===== src/core/rxsfm_defs.vh =====
// Purpose: constants for the receiver serial port and frame manager
// Assumes: 40 MHz core clock
// Notes: definitions only
`ifndef RXSFM_DEFS_VH
`define RXSFM_DEFS_VH
`define RXSFM_BYTE_BITS 4'h8
`define RXSFM_CNT_ZERO 4'h0
`define RXSFM_HALF_W 16
`define RXSFM_HALF_MIN 16'h0004
`define RXSFM_HALF_DEF 16'h03E8
`define RXSFM_ON_DEF 24'h00_9C40
`define RXSFM_PRE_BITS 4'h6
`define RXSFM_PIN_IDLE 5'h18
`define RXSFM_ONE_CNT 16'h0001
`define RXSFM_ID2 2'b00
`define RXSFM_ID4 2'b01
`define RXSFM_ID5 2'b10
`define RXSFM_HD1 2'b00
`define RXSFM_HD2 2'b01
`define RXSFM_HD4 2'b10
`endif


===== src/core/rxsfm_top.v =====
// Purpose: serial port and data manager of a short-range radio receiver
// Assumes: link clock and all pins sampled by two flops on clock_i
// Notes: register storage lives outside; command bytes are reported as pulses
// Functional notes
// RULE1: low select means host master, high device master
// RULE2: disable floats port pins, state kept
// RULE3: eight clocks per byte, MSB first
// RULE4: idle device master holds clock, data low
// RULE5: slave read data valid on falling edge
// RULE6: host starts each transfer with command byte
// RULE7: first byte after select fall is command
// RULE8: command holds count, address, direction bit
// RULE9: manager off forwards raw Manchester stream
// RULE10: parse preamble, identifier, header, body, end
// RULE11: identifier length 2, 4, 5, 6 bits
// RULE12: complemented identifier also matches
// RULE13: header length 1, 2, 4, 6 bits
// RULE14: complemented header matches, inverts output
// RULE15: two equal halves end the message
// RULE16: forward only after identifier then header
// RULE17: start on Manchester at selected rate
// RULE18: strobed mode stays awake on identifier only
// RULE19: after header shift every bit until end
// RULE20: data stable at falling recovered clock
// RULE21: on period counted in crystal clocks
// RULE22: failures restart preamble search and recovery
`timescale 1ns/1ps
`include "rxsfm_defs.vh"
module rxsfm_top #(
	parameter [23:0] ON_CYCLES = `RXSFM_ON_DEF
) (
	// Clock and reset
	input wire clock_i,
	input wire rst_i,
	// Serial port pins
	input wire config_select_n_i,
	input wire serial_enable_n_i,
	input wire sclk_i,
	output reg sclk_o,
	output reg sclk_oe_o,
	input wire mosi_i,
	output reg mosi_o,
	output reg mosi_oe_o,
	output reg miso_o,
	output reg miso_oe_o,
	// Configuration
	input wire manager_en_i,
	input wire strobe_en_i,
	input wire [1:0] id_length_sel_i,
	input wire [5:0] id_value_i,
	input wire [1:0] header_length_sel_i,
	input wire [5:0] header_value_i,
	input wire [15:0] half_bit_cycles_i,
	// Demodulator and strobe oscillator
	input wire demod_i,
	input wire strobe_wake_i,
	// Register access side
	output reg cmd_valid_o,
	output reg [1:0] reg_count_o,
	output reg [4:0] first_reg_addr_o,
	output reg cmd_read_o,
	output reg wr_valid_o,
	output reg [7:0] wr_data_o,
	input wire [7:0] rd_data_i,
	output reg rd_take_o,
	// Status
	output reg run_o,
	output reg frame_active_o,
	output reg invert_o
);
	localparam S_SEARCH = 3'h0;
	localparam S_ID = 3'h1;
	localparam S_HDR = 3'h2;
	localparam S_MSG = 3'h3;
	// Select and enable idle high; resetting their syncs low would fake a select fall
	localparam [4:0] PIN_IDLE = `RXSFM_PIN_IDLE;
	// Two-flop synchronisers, one per pin, generated
	wire [4:0] pin_raw = {config_select_n_i, serial_enable_n_i, sclk_i, mosi_i, demod_i};
	reg [4:0] sync1_reg;
	reg [4:0] sync2_reg;
	genvar gi;
	generate
		for (gi = 0; gi < 5; gi = gi + 1) begin : g_sync
			always @(posedge clock_i) begin
				sync1_reg[gi] <= rst_i ? PIN_IDLE[gi] : pin_raw[gi];
				sync2_reg[gi] <= rst_i ? PIN_IDLE[gi] : sync1_reg[gi];
			end
		end
	endgenerate
	wire cfg_n = sync2_reg[4];
	wire se_n = sync2_reg[3];
	wire sck = sync2_reg[2];
	wire mosi_s = sync2_reg[1];
	wire dem = sync2_reg[0];
	reg cfg_d_reg;
	reg sck_d_reg;
	reg wake_s1_reg;
	reg wake_s2_reg;
	wire cfg_fall = cfg_d_reg & ~cfg_n;
	wire sck_rise = ~sck_d_reg & sck;
	wire sck_fall = sck_d_reg & ~sck;
	// Configuration-mode slave
	reg [2:0] bitc_reg;
	reg [7:0] shin_reg;
	reg [7:0] shout_reg;
	reg first_reg;
	reg rd_mode_reg;
	wire [7:0] byte_in = {shin_reg[6:0], mosi_s};
	always @(posedge clock_i) begin
		if (rst_i) begin
			cfg_d_reg <= 1'b1;
			sck_d_reg <= 1'b0;
			wake_s1_reg <= 1'b0;
			wake_s2_reg <= 1'b0;
			bitc_reg <= 3'h0;
			shin_reg <= 8'h00;
			shout_reg <= 8'h00;
			first_reg <= 1'b0;
			rd_mode_reg <= 1'b0;
			cmd_valid_o <= 1'b0;
			reg_count_o <= 2'h0;
			first_reg_addr_o <= 5'h00;
			cmd_read_o <= 1'b0;
			wr_valid_o <= 1'b0;
			wr_data_o <= 8'h00;
			rd_take_o <= 1'b0;
			miso_o <= 1'b0;
		end else begin
			cfg_d_reg <= cfg_n;
			sck_d_reg <= sck;
			wake_s1_reg <= strobe_wake_i;
			wake_s2_reg <= wake_s1_reg;
			cmd_valid_o <= 1'b0;
			wr_valid_o <= 1'b0;
			rd_take_o <= 1'b0;
			if (cfg_fall) begin
				bitc_reg <= 3'h0; // RULE7
				first_reg <= 1'b1;
				rd_mode_reg <= 1'b0;
			end else if (~cfg_n && ~se_n) begin
				if (sck_rise) begin
					shin_reg <= byte_in; // RULE3
					bitc_reg <= bitc_reg + 3'h1;
					if (bitc_reg == 3'h7) begin
						if (first_reg) begin
							cmd_valid_o <= 1'b1; // RULE6
							reg_count_o <= byte_in[7:6]; // RULE8
							first_reg_addr_o <= byte_in[5:1];
							cmd_read_o <= byte_in[0];
							rd_mode_reg <= byte_in[0];
							first_reg <= 1'b0;
						end else if (!rd_mode_reg) begin
							wr_valid_o <= 1'b1;
							wr_data_o <= byte_in;
						end
					end
				end
				if (sck_fall) begin
					// Load read byte at byte boundary, then shift MSB first
					if (bitc_reg == 3'h0 && rd_mode_reg) begin
						miso_o <= rd_data_i[7]; // RULE5
						shout_reg <= {rd_data_i[6:0], 1'b0};
						rd_take_o <= 1'b1;
					end else begin
						miso_o <= shout_reg[7];
						shout_reg <= {shout_reg[6:0], 1'b0};
					end
				end
			end
		end
	end
	// Manchester recovery: measure half-bit runs of the demodulated level
	reg [2:0] st_reg;
	reg [15:0] run_reg;
	reg dem_d_reg;
	reg [3:0] pre_reg;
	reg phase_reg;
	reg h1_reg;
	reg [2:0] cnt_reg;
	reg [5:0] sh_reg;
	reg [23:0] on_reg;
	reg skip_reg;
	reg bit_stb;
	reg bit_val;
	reg viol;
	wire [15:0] hb = (half_bit_cycles_i < `RXSFM_HALF_MIN) ? `RXSFM_HALF_MIN : half_bit_cycles_i;
	wire edge_d = dem ^ dem_d_reg;
	wire [15:0] hb_half = {1'b0, hb[15:1]};
	wire [15:0] hb_3q = hb + hb_half;
	wire [2:0] id_len = (id_length_sel_i == `RXSFM_ID2) ? 3'd2 : (id_length_sel_i == `RXSFM_ID4) ? 3'd4 :
		(id_length_sel_i == `RXSFM_ID5) ? 3'd5 : 3'd6; // RULE11
	wire [2:0] hd_len = (header_length_sel_i == `RXSFM_HD1) ? 3'd1 : (header_length_sel_i == `RXSFM_HD2) ? 3'd2 :
		(header_length_sel_i == `RXSFM_HD4) ? 3'd4 : 3'd6; // RULE13
	wire [5:0] sh_nx = {sh_reg[4:0], bit_val};
	wire [5:0] id_mask = ~(6'h3F << id_len);
	wire [5:0] hd_mask = ~(6'h3F << hd_len);
	wire id_hit = ((sh_nx & id_mask) == (id_value_i & id_mask)); // RULE12
	wire id_inv = ((sh_nx & id_mask) == (~id_value_i & id_mask));
	wire hd_hit = ((sh_nx & hd_mask) == (header_value_i & hd_mask));
	wire hd_inv = ((sh_nx & hd_mask) == (~header_value_i & hd_mask));
	// Sampling midway through the second half; the first half decides the bit
	always @* begin
		bit_stb = 1'b0;
		bit_val = ~dem;
		viol = 1'b0;
		if (st_reg != S_SEARCH && run_reg == hb_half && phase_reg) begin
			bit_stb = ~(dem == h1_reg);
			bit_val = h1_reg;
			viol = (dem == h1_reg); // RULE15
		end
	end
	wire dm_active = manager_en_i & (~strobe_en_i | run_o | wake_s2_reg); // RULE17
	always @(posedge clock_i) begin
		if (rst_i) begin
			st_reg <= S_SEARCH;
			run_reg <= 16'h0000;
			dem_d_reg <= 1'b0;
			pre_reg <= 4'h0;
			phase_reg <= 1'b0;
			h1_reg <= 1'b0;
			cnt_reg <= 3'h0;
			sh_reg <= 6'h00;
			on_reg <= 24'h00_0000;
			skip_reg <= 1'b0;
			run_o <= 1'b0;
			frame_active_o <= 1'b0;
			invert_o <= 1'b0;
		end else begin
			dem_d_reg <= dem;
			run_reg <= edge_d ? 16'h0000 : run_reg + `RXSFM_ONE_CNT;
			// Strobe on window in crystal clocks; off time belongs to strobe oscillator
			if (!strobe_en_i)
				run_o <= 1'b1;
			else if (wake_s2_reg && !run_o) begin
				run_o <= 1'b1;
				on_reg <= ON_CYCLES; // RULE21
			end else if (run_o && st_reg == S_SEARCH || run_o && st_reg == S_ID) begin
				if (on_reg == 24'h00_0000)
					run_o <= 1'b0; // RULE18
				else
					on_reg <= on_reg - 24'h00_0001;
			end
			if (!dm_active) begin
				st_reg <= S_SEARCH;
				pre_reg <= 4'h0;
				frame_active_o <= 1'b0;
			end else if (st_reg == S_SEARCH) begin
				// Preamble: runs of one half-bit, lock phase on a full-bit run
				if (edge_d) begin
					// Count saturates so a longer preamble still locks
					if (run_reg >= hb_half && run_reg < hb_3q) begin
						if (pre_reg != `RXSFM_PRE_BITS)
							pre_reg <= pre_reg + 4'h1;
					end else if (run_reg >= hb_3q && pre_reg == `RXSFM_PRE_BITS) begin
						st_reg <= S_ID; // RULE10
						phase_reg <= 1'b1;
						skip_reg <= 1'b1;
						h1_reg <= dem_d_reg;
						sh_reg <= 6'h00;
						cnt_reg <= 3'h0;
					end else
						pre_reg <= 4'h0;
				end
			end else begin
				// Resync on every edge; toggle phase each half-bit
				if (edge_d || run_reg == hb) begin
					phase_reg <= ~phase_reg;
					// Leaving the second half: the new level is the first half of the next cell
					if (phase_reg)
						h1_reg <= dem;
				end
				if (viol || run_reg > hb_3q + hb) begin
					st_reg <= S_SEARCH; // RULE22
					pre_reg <= 4'h0;
					frame_active_o <= 1'b0;
				end else if (bit_stb && skip_reg) begin
					// The locking cell closes the preamble and is not an identifier bit
					skip_reg <= 1'b0;
				end else if (bit_stb) begin
					sh_reg <= sh_nx;
					cnt_reg <= (cnt_reg == 3'h7) ? cnt_reg : cnt_reg + 3'h1;
					if (st_reg == S_ID && cnt_reg + 3'h1 == id_len) begin
						if (id_hit || id_inv) begin
							st_reg <= S_HDR;
							cnt_reg <= 3'h0;
							on_reg <= ON_CYCLES;
						end else begin
							st_reg <= S_SEARCH; // RULE22
							pre_reg <= 4'h0;
						end
					end else if (st_reg == S_HDR && cnt_reg + 3'h1 == hd_len) begin
						if (hd_hit || hd_inv) begin
							st_reg <= S_MSG; // RULE16
							invert_o <= hd_inv & ~hd_hit; // RULE14
							frame_active_o <= 1'b1;
						end else begin
							st_reg <= S_SEARCH;
							pre_reg <= 4'h0;
						end
					end
				end
			end
		end
	end
	// Device-master output: bit set with clock low, clock rises mid-bit, falls a quarter bit later
	reg msg_bit_reg;
	reg sck_phase_reg;
	reg [15:0] sck_cnt_reg;
	always @(posedge clock_i) begin
		if (rst_i) begin
			sclk_o <= 1'b0;
			sclk_oe_o <= 1'b0;
			mosi_o <= 1'b0;
			mosi_oe_o <= 1'b0;
			miso_oe_o <= 1'b0;
			msg_bit_reg <= 1'b0;
			sck_phase_reg <= 1'b0;
			sck_cnt_reg <= 16'h0000;
		end else begin
			sclk_oe_o <= ~se_n & cfg_n; // RULE1
			mosi_oe_o <= ~se_n & cfg_n; // RULE2
			miso_oe_o <= ~se_n & ~cfg_n & rd_mode_reg;
			if (!cfg_n || !manager_en_i) begin
				sclk_o <= 1'b0; // RULE4
				mosi_o <= manager_en_i ? 1'b0 : dem; // RULE9
				sck_phase_reg <= 1'b0;
			end else if (st_reg == S_MSG && bit_stb) begin
				mosi_o <= bit_val ^ invert_o; // RULE19
				sclk_o <= 1'b0;
				sck_phase_reg <= 1'b1;
				sck_cnt_reg <= 16'h0000;
			end else if (sck_phase_reg) begin
				sck_cnt_reg <= sck_cnt_reg + `RXSFM_ONE_CNT;
				if (sck_cnt_reg == hb) begin
					sclk_o <= 1'b1;
				end else if (sck_cnt_reg == hb + hb_half) begin
					sclk_o <= 1'b0; // RULE20
					sck_phase_reg <= 1'b0;
				end
			end else if (st_reg != S_MSG) begin
				sclk_o <= 1'b0;
				mosi_o <= 1'b0;
			end
		end
	end
endmodule // rxsfm_top


===== config.mk =====
export PLATFORM = sky130hd
export DESIGN_NAME = rxsfm_top
export DESIGN_NICKNAME = d
export VERILOG_FILES = /design/src/core/rxsfm_top.v
export VERILOG_INCLUDE_DIRS = /design/src /design/src/core
export SDC_FILE = /design/constraint.sdc
export NUM_CORES = 1
export LEC_CHECK = 0
export BUFFER_PORTS_ARGS = -buffer_cell sky130_fd_sc_hd__buf_2
export CAP_MARGIN = 25
export CORE_MARGIN = 2
export CORE_UTILIZATION = 60
export CTS_CLUSTER_DIAMETER = 200
export DETAILED_ROUTE_END_ITERATION = 7
export GPL_ROUTABILITY_DRIVEN = 0
export PLACE_DENSITY = 0.85
export SLEW_MARGIN = 5
export SYNTH_ARGS = -nofsm -noshare
export SYNTH_HDL_FRONTEND = slang
export SYNTH_SLANG_ARGS = --single-unit

===== constraint.sdc =====
create_clock -name clock_i -period 15 [get_ports clock_i]
set_clock_uncertainty 0.05 [all_clocks]
set_input_delay 0.75 -clock clock_i [delete_from_list [all_inputs] [get_ports clock_i]]
set_output_delay 0.75 -clock clock_i [all_outputs]
set_load 0.01 [all_outputs]

Word-level counts from Yosys, hierarchy flattened
Index checks and enable logic that the tools add are counted.
{"block": "totals", "ff_bits": 137, "latch_bits": 0, "mem_bits_rw": 0, "mem_bits_ro": 0, "inputBits": 50, "output_inout_bits": 28, "memories": 0}
{"block": "op_classes", "n_addsub": 8, "multipliers": 0, "div": 0, "order_cmp": 5, "eq_ne": 39, "shift": 2, "muxes": 108, "bitwise": 44, "reduce_logical": 70}
{"cell": "$mux W24", "n": 11}
{"cell": "$mux W3", "n": 22}
{"cell": "$eq A16 B16 Y1", "n": 3}
{"cell": "$mux W16", "n": 3}
{"cell": "$mux W4", "n": 12}
{"cell": "$mux W1", "n": 47}
{"cell": "$and A6 B6 Y6", "n": 6}
{"cell": "$mux W5", "n": 7}
{"cell": "$add A16 B1 Y16 const B", "n": 2}
{"cell": "$reduce_and A6 Y1", "n": 5}
{"cell": "$eq A6 B6 Y1", "n": 4}
{"cell": "$logic_not A24 Y1", "n": 1}
{"cell": "$not A6 Y6", "n": 4}
{"cell": "$reduce_bool A2 Y1", "n": 12}
{"cell": "$sub A24 B1 Y24 const B", "n": 1}
{"cell": "$not A1 Y1", "n": 22}
{"cell": "$add A16 B15 Y16", "n": 1}
{"cell": "$add A16 B16 Y16", "n": 1}
{"cell": "$eq A16 B15 Y1", "n": 1}
{"cell": "$ge A16 B15 Y1", "n": 1}
{"cell": "$ge A16 B16 Y1", "n": 1}
{"cell": "$gt A16 B16 Y1", "n": 1}
{"cell": "$lt A16 B16 Y1", "n": 1}
{"cell": "$lt A16 B3 Y1 const B", "n": 1}
{"cell": "41 further kinds", "n": 106}

Depth between registers and ports, before layout
{"block": "logic_depth", "word_depth": 16, "mapped_depth": 32}

Worst setup path before layout
No wires, ideal clock.
{"block": "synth_timing", "path_kind": "in2reg", "startpoint": "input port half_bit_cycles_i[15]", "endpoint": "register cnt_reg[0]", "setup_time_ps": 70, "t_arrival_ps": 7098, "required_time_ps": 14880, "slack_ps": 7782, "cell_stages": 30, "path_buffers": 1, "path_cell_list": "inv_1 -> ha_1 -> nor4b_1 -> nand4_1 -> nand2_1 -> inv_1 -> ha_1 -> a211oi_1 -> o21ai_0 -> a31o_2 -> a31o_2 -> or3_1 -> inv_1 -> ha_1 -> or3_1 -> a211oi_1 -> o41ai_1 -> a21oi_1 -> xor2_1 -> ha_1 -> nand2_1 -> or3_1 -> nor2_1 -> o22ai_1 -> or2_2 -> and2b_1 -> o21ai_1 -> buf_2 -> or4_1 -> a21oi_1"}
{"block": "synth_via", "elab_chain_cells": 15}
{"item": "from (decl)", "line_no": "rxsfm_top.v:53", "rtl": "input wire [15:0] half_bit_cycles_i,"}
{"item": "$lt A16 B3 Y1 (no line)"}
{"item": "$mux W16 (*)", "line_no": "rxsfm_top.v:186", "rtl": "wire [15:0] hb = (half_bit_cycles_i < `RXSFM_HALF_MIN) ? `RXSFM_HALF_MIN : half_bit_cycles_i;"}
{"item": "parallel branches: the longest is 13 deep, another holds $add A16 B15 Y16"}
{"item": "to (signal assigned)", "line_no": "rxsfm_top.v:281", "rtl": "cnt_reg <= (cnt_reg == 3'h7) ? cnt_reg : cnt_reg + 3'h1;"}
{"item": "to (decl)", "line_no": "rxsfm_top.v:179", "rtl": "reg [2:0] cnt_reg;"}
Every way passes the cells marked *. The select of a mux whose other input is x is not followed.
A chain may end at the register's enable or synchronous reset.

Final worst setup path
{"block": "layout_timing", "startpoint": "input port half_bit_cycles_i[14]", "endpoint": "register cnt_reg[1]"}
The elaborated chain is that of the path after synthesis.

==> flow_summary.yaml <==
die:
  core_sq_mm: 0.0166
  die_w_microns: 134
  placementRows: 47
  start_util_pct: 61.3
  die_area_sq_mm: 0.0180
  die_h_microns: 134
  io_pins: 78
routing:
  drc: 0
  vias: 9640
  drt_iter0_drc: 814
  via_per_inst: 6.17
  routedWlPerCell_microns: 16.7
  first_pass_iters: 5
  detail-route-antenna-nets: 0
  wirelength_microns: 26000
yosys:
  synth.yosys.warnings: 0
  ys_types: 81
  syn_inst: 1296
  synth_top_area_share_pct: 26.6
  synth_area_leaders: "dfxtp_1 (27%), ha_1 (12%), a21oi_1 (4.5%)"
  synth-simple-area-share_pct: 25.8
  synth_fa_ha_area_share_pct: 12.2
  synth.area.mux_share_pct: 2.41
  synth_compound_area_share_pct: 19.2
  syn-cell-area_sq_mm: 0.0102
  avgSynthCellArea_sq_um: 7.85
  synth-edff-count: 0
  synth-async-reset-ratio_pct: 0
  synth_top_family_by_area: "simple AND/OR/NAND/NOR gates"
  ys.flop_type: "dfxtp_1"
  ys_ff_latch: 135
  synth_nets: 1444
  yosysTopAreaCell: "dfxtp_1"
  seq_area_frac_synth_pct: 26.6
  synth-xor-area-share_pct: 8.54
sta:
  fmax_ghz: 0.123
  post-route-min-period_ns: 8.11
  relSlewSlack_pct: 36.5
  slew_viol_final: 0
  worst_hold_slack_ns: 0.360
  rsz0062_at_grt: "no"
  timing.final.ws_setup_ns: 6.89
  setup_tns_ns: 0
  worst_pin_slew_ns: 0.952
  timing.final.crit_share_pct: 54.1
  setup-violations-final: 0
  hold_viol_final: 0
placed_design:
  io_buffers: 77
  dp_hpwl_microns: 19500
  preCtsSetupSlack_ns: 6.62
setup_path:
  critPathMaxFanout: 11
  endpoint_kind: "flip-flop"
  crit_path_frequent_cell: "ha_1"
  cp.buffers_inverters: 3
  critical_path.top_delay_family: "simple AND/OR/NAND/NOR gates"
  cp.arrival_ns: 8.39
  critPathRequiredTime_ns: 15.28
  crit_slowest_cell: "or4b_1"
  worst_path_largest_cell_delay_ns: 0.59
  cp-start-kind: "primary input"
  path_class: "primary input to flip-flop"
  cp_num_cells: 31
  reg2reg_depth: 10
clock_network:
  post_cts_buffers: 0
  postCtsHoldBufs: 0
  cts.repair.resized: 0
  worstSkewPairLatency_ns: 0.42
  ctsLongestPathBuffers: 2
  cts.sinks: 135
  cts_tree: "done"
  htree_num_levels: 4
  cts_buffers: 17
  root_buffer: "clkbuf_16"
  cts.clk_slew.worst_paths_ns: 0.06
layout:
  utilization_pct: 67.3
  drive_gt1_share_pct: 11.3
  layout.nets: 1477
  antennaDiodeCount: 0
  syn2layout_area_growth_pct: 9.72
  fillCellCount: 1374
  largest_reg_flops: 24
worst_hold_path:
  min_path_cells: 1
  hold_class: "flip-flop to flip-flop"
global_routing:
  grt_pass1_vias: 8928
  grt_util_all_layers_pct: 29.0
  grt_remaining_overflow: 0
  grt_max_degree: 94
  grt_pass1_wl_microns: 42600
  antenna_found_initial: 0
job:
  cap_violations: 0
power_and_ir_drop:
  power_density_mw_per_mm2: 118
  total_power_mw: 1.32
  peakVddDrop_uv: 102
  cellLeakagePower_nw: 4.65
run_status:
  status: "finished, final reports clean"
routing by layer:
metal / wire length [microns] / part of all wire (%) / track usage [%] / vias up
met2: 11900 / 46 / 45.9 / 332
met5: 0 / 0 / 0 / -
li1: - / - / - / 4698
met3: 1560 / 6.0 / 4.84 / 86
met4: 1120 / 4.3 / 14.1 / 0
met1: 11500 / 44 / 38.4 / 4524
worst reg2reg max path, stage by stage, from the launching register on:
cell	delay, ns
dfxtp_1	0.47
inv_1	0.16
ha_1	0.36
nand4_1	0.14
or4_4	0.54
a211o_2	0.33
nor4bb_1	0.14
a211oi_1	0.49
nand4_1	0.39
nand2b_1	0.66
a311oi_1	0.11
cell usage after synthesis (3+ instances only):
| library cell | n |
|---|---|
| dfxtp_1 | 135 |
| nor2_1 | 120 |
| nand2_1 | 101 |
| ha_1 | 96 |
| a21oi_1 | 92 |
| o21ai_0 | 73 |
| inv_1 | 69 |
| clkbuf_1 | 59 |
| xnor2_1 | 52 |
| xor2_1 | 42 |
| nand3_1 | 38 |
| nor3_1 | 37 |
| nor2b_1 | 31 |
| mux2i_1 | 23 |
| nand4_1 | 22 |
| a31oi_1 | 19 |
| nand2b_1 | 19 |
| or3_1 | 18 |
| a311oi_1 | 17 |
| or2_2 | 17 |
| and3_1 | 16 |
| a21o_1 | 14 |
| nor4_1 | 14 |
| nor3b_1 | 12 |
| a211oi_1 | 11 |
| a22oi_1 | 10 |
| nand3b_1 | 10 |
| o21a_1 | 10 |
| nor4b_1 | 8 |
| and2_1 | 7 |
| o31ai_1 | 6 |
| or4_1 | 6 |
| o22ai_1 | 5 |
| a31o_2 | 4 |
| o211ai_1 | 4 |
| o22a_1 | 4 |
| o41ai_1 | 4 |
| a2111oi_0 | 3 |
| a221oi_1 | 3 |
| buf_1 | 3 |
| nor4bb_1 | 3 |
| o21bai_1 | 3 |
| o31a_1 | 3 |
cell families (layout without fill, tap and decap cells):
family                     Yosys count  in the layout
AOI/OAI and AO/OA                  306            306
xor gates and xnor gates            96             96
adders and majority gates           98             98
buffers and inverters              137            183
DFF                                135            135
muxes                               24             24
and+or+nand+nor                    500            500
cell type report:
type / instances / area, sq um / area share [%]
flip-flops and latches: 135 / 2700 / 24.2
inverters: 69 / 259 / 2.32
multi-input cells: 1024 / 6930 / 62.1
clock inverters: 12 / 118 / 1.05
clock buffers: 20 / 447 / 4.00
well taps: 220 / 275 / 2.47
repair buffers: 82 / 423 / 3.79
cells in the final DEF (no fill, tap or decap), types with 5 or more instances in the layout:
cell type,instances
xnor2_1,52
nand4_1,22
buf_4,5
nor2_1,120
a31oi_1,19
nor4b_1,7
a21oi_1,92
o31ai_1,6
a22oi_1,10
or2_2,17
nand3b_1,10
nor3_1,37
nor2b_1,31
o21a_1,10
inv_1,69
o21ai_0,73
mux2i_1,23
clkbuf_16,17
nor3b_1,12
buf_2,77
nor4_1,14
a311oi_1,17
xor2_1,42
nand3_1,38
o22ai_1,5
a21o_1,14
or3_1,18
a211oi_1,11
or4_1,6
nand2b_1,19
and2_1,7
ha_1,96
nand2_1,101
and3_1,16
dfxtp_1,135
metrics by stage:
step	std cells	cell area, sq um
detailed placement	1529	10600
CTS	1561	11200
floorplan	1296	10200
global route	1562	11200
global placement	1529	10600
finish	1562	11200
power breakdown:
part	switching (mW)	leakage, nW	total, mW	internal (mW)
clock	0.161	0.264	0.395	0.234
combinational	0.296	3.29	0.498	0.202
sequential	0.0350	1.09	0.427	0.392
path summary, 6_finish.rpt:
| kind | from | endpoint | slack (ns) |
|---|---|---|---|
| setup / recovery | half_bit_cycles_i[14] | cnt_reg[1] | 6.89 |
| hold / removal | sync1_reg[3] | se_n | 0.36 |
| setup reg to reg | run_reg[0] | on_reg[5] | 11.01 |
| hold reg to reg | sync1_reg[3] | se_n | 0.36 |
(Power assumes the default switching activity.)
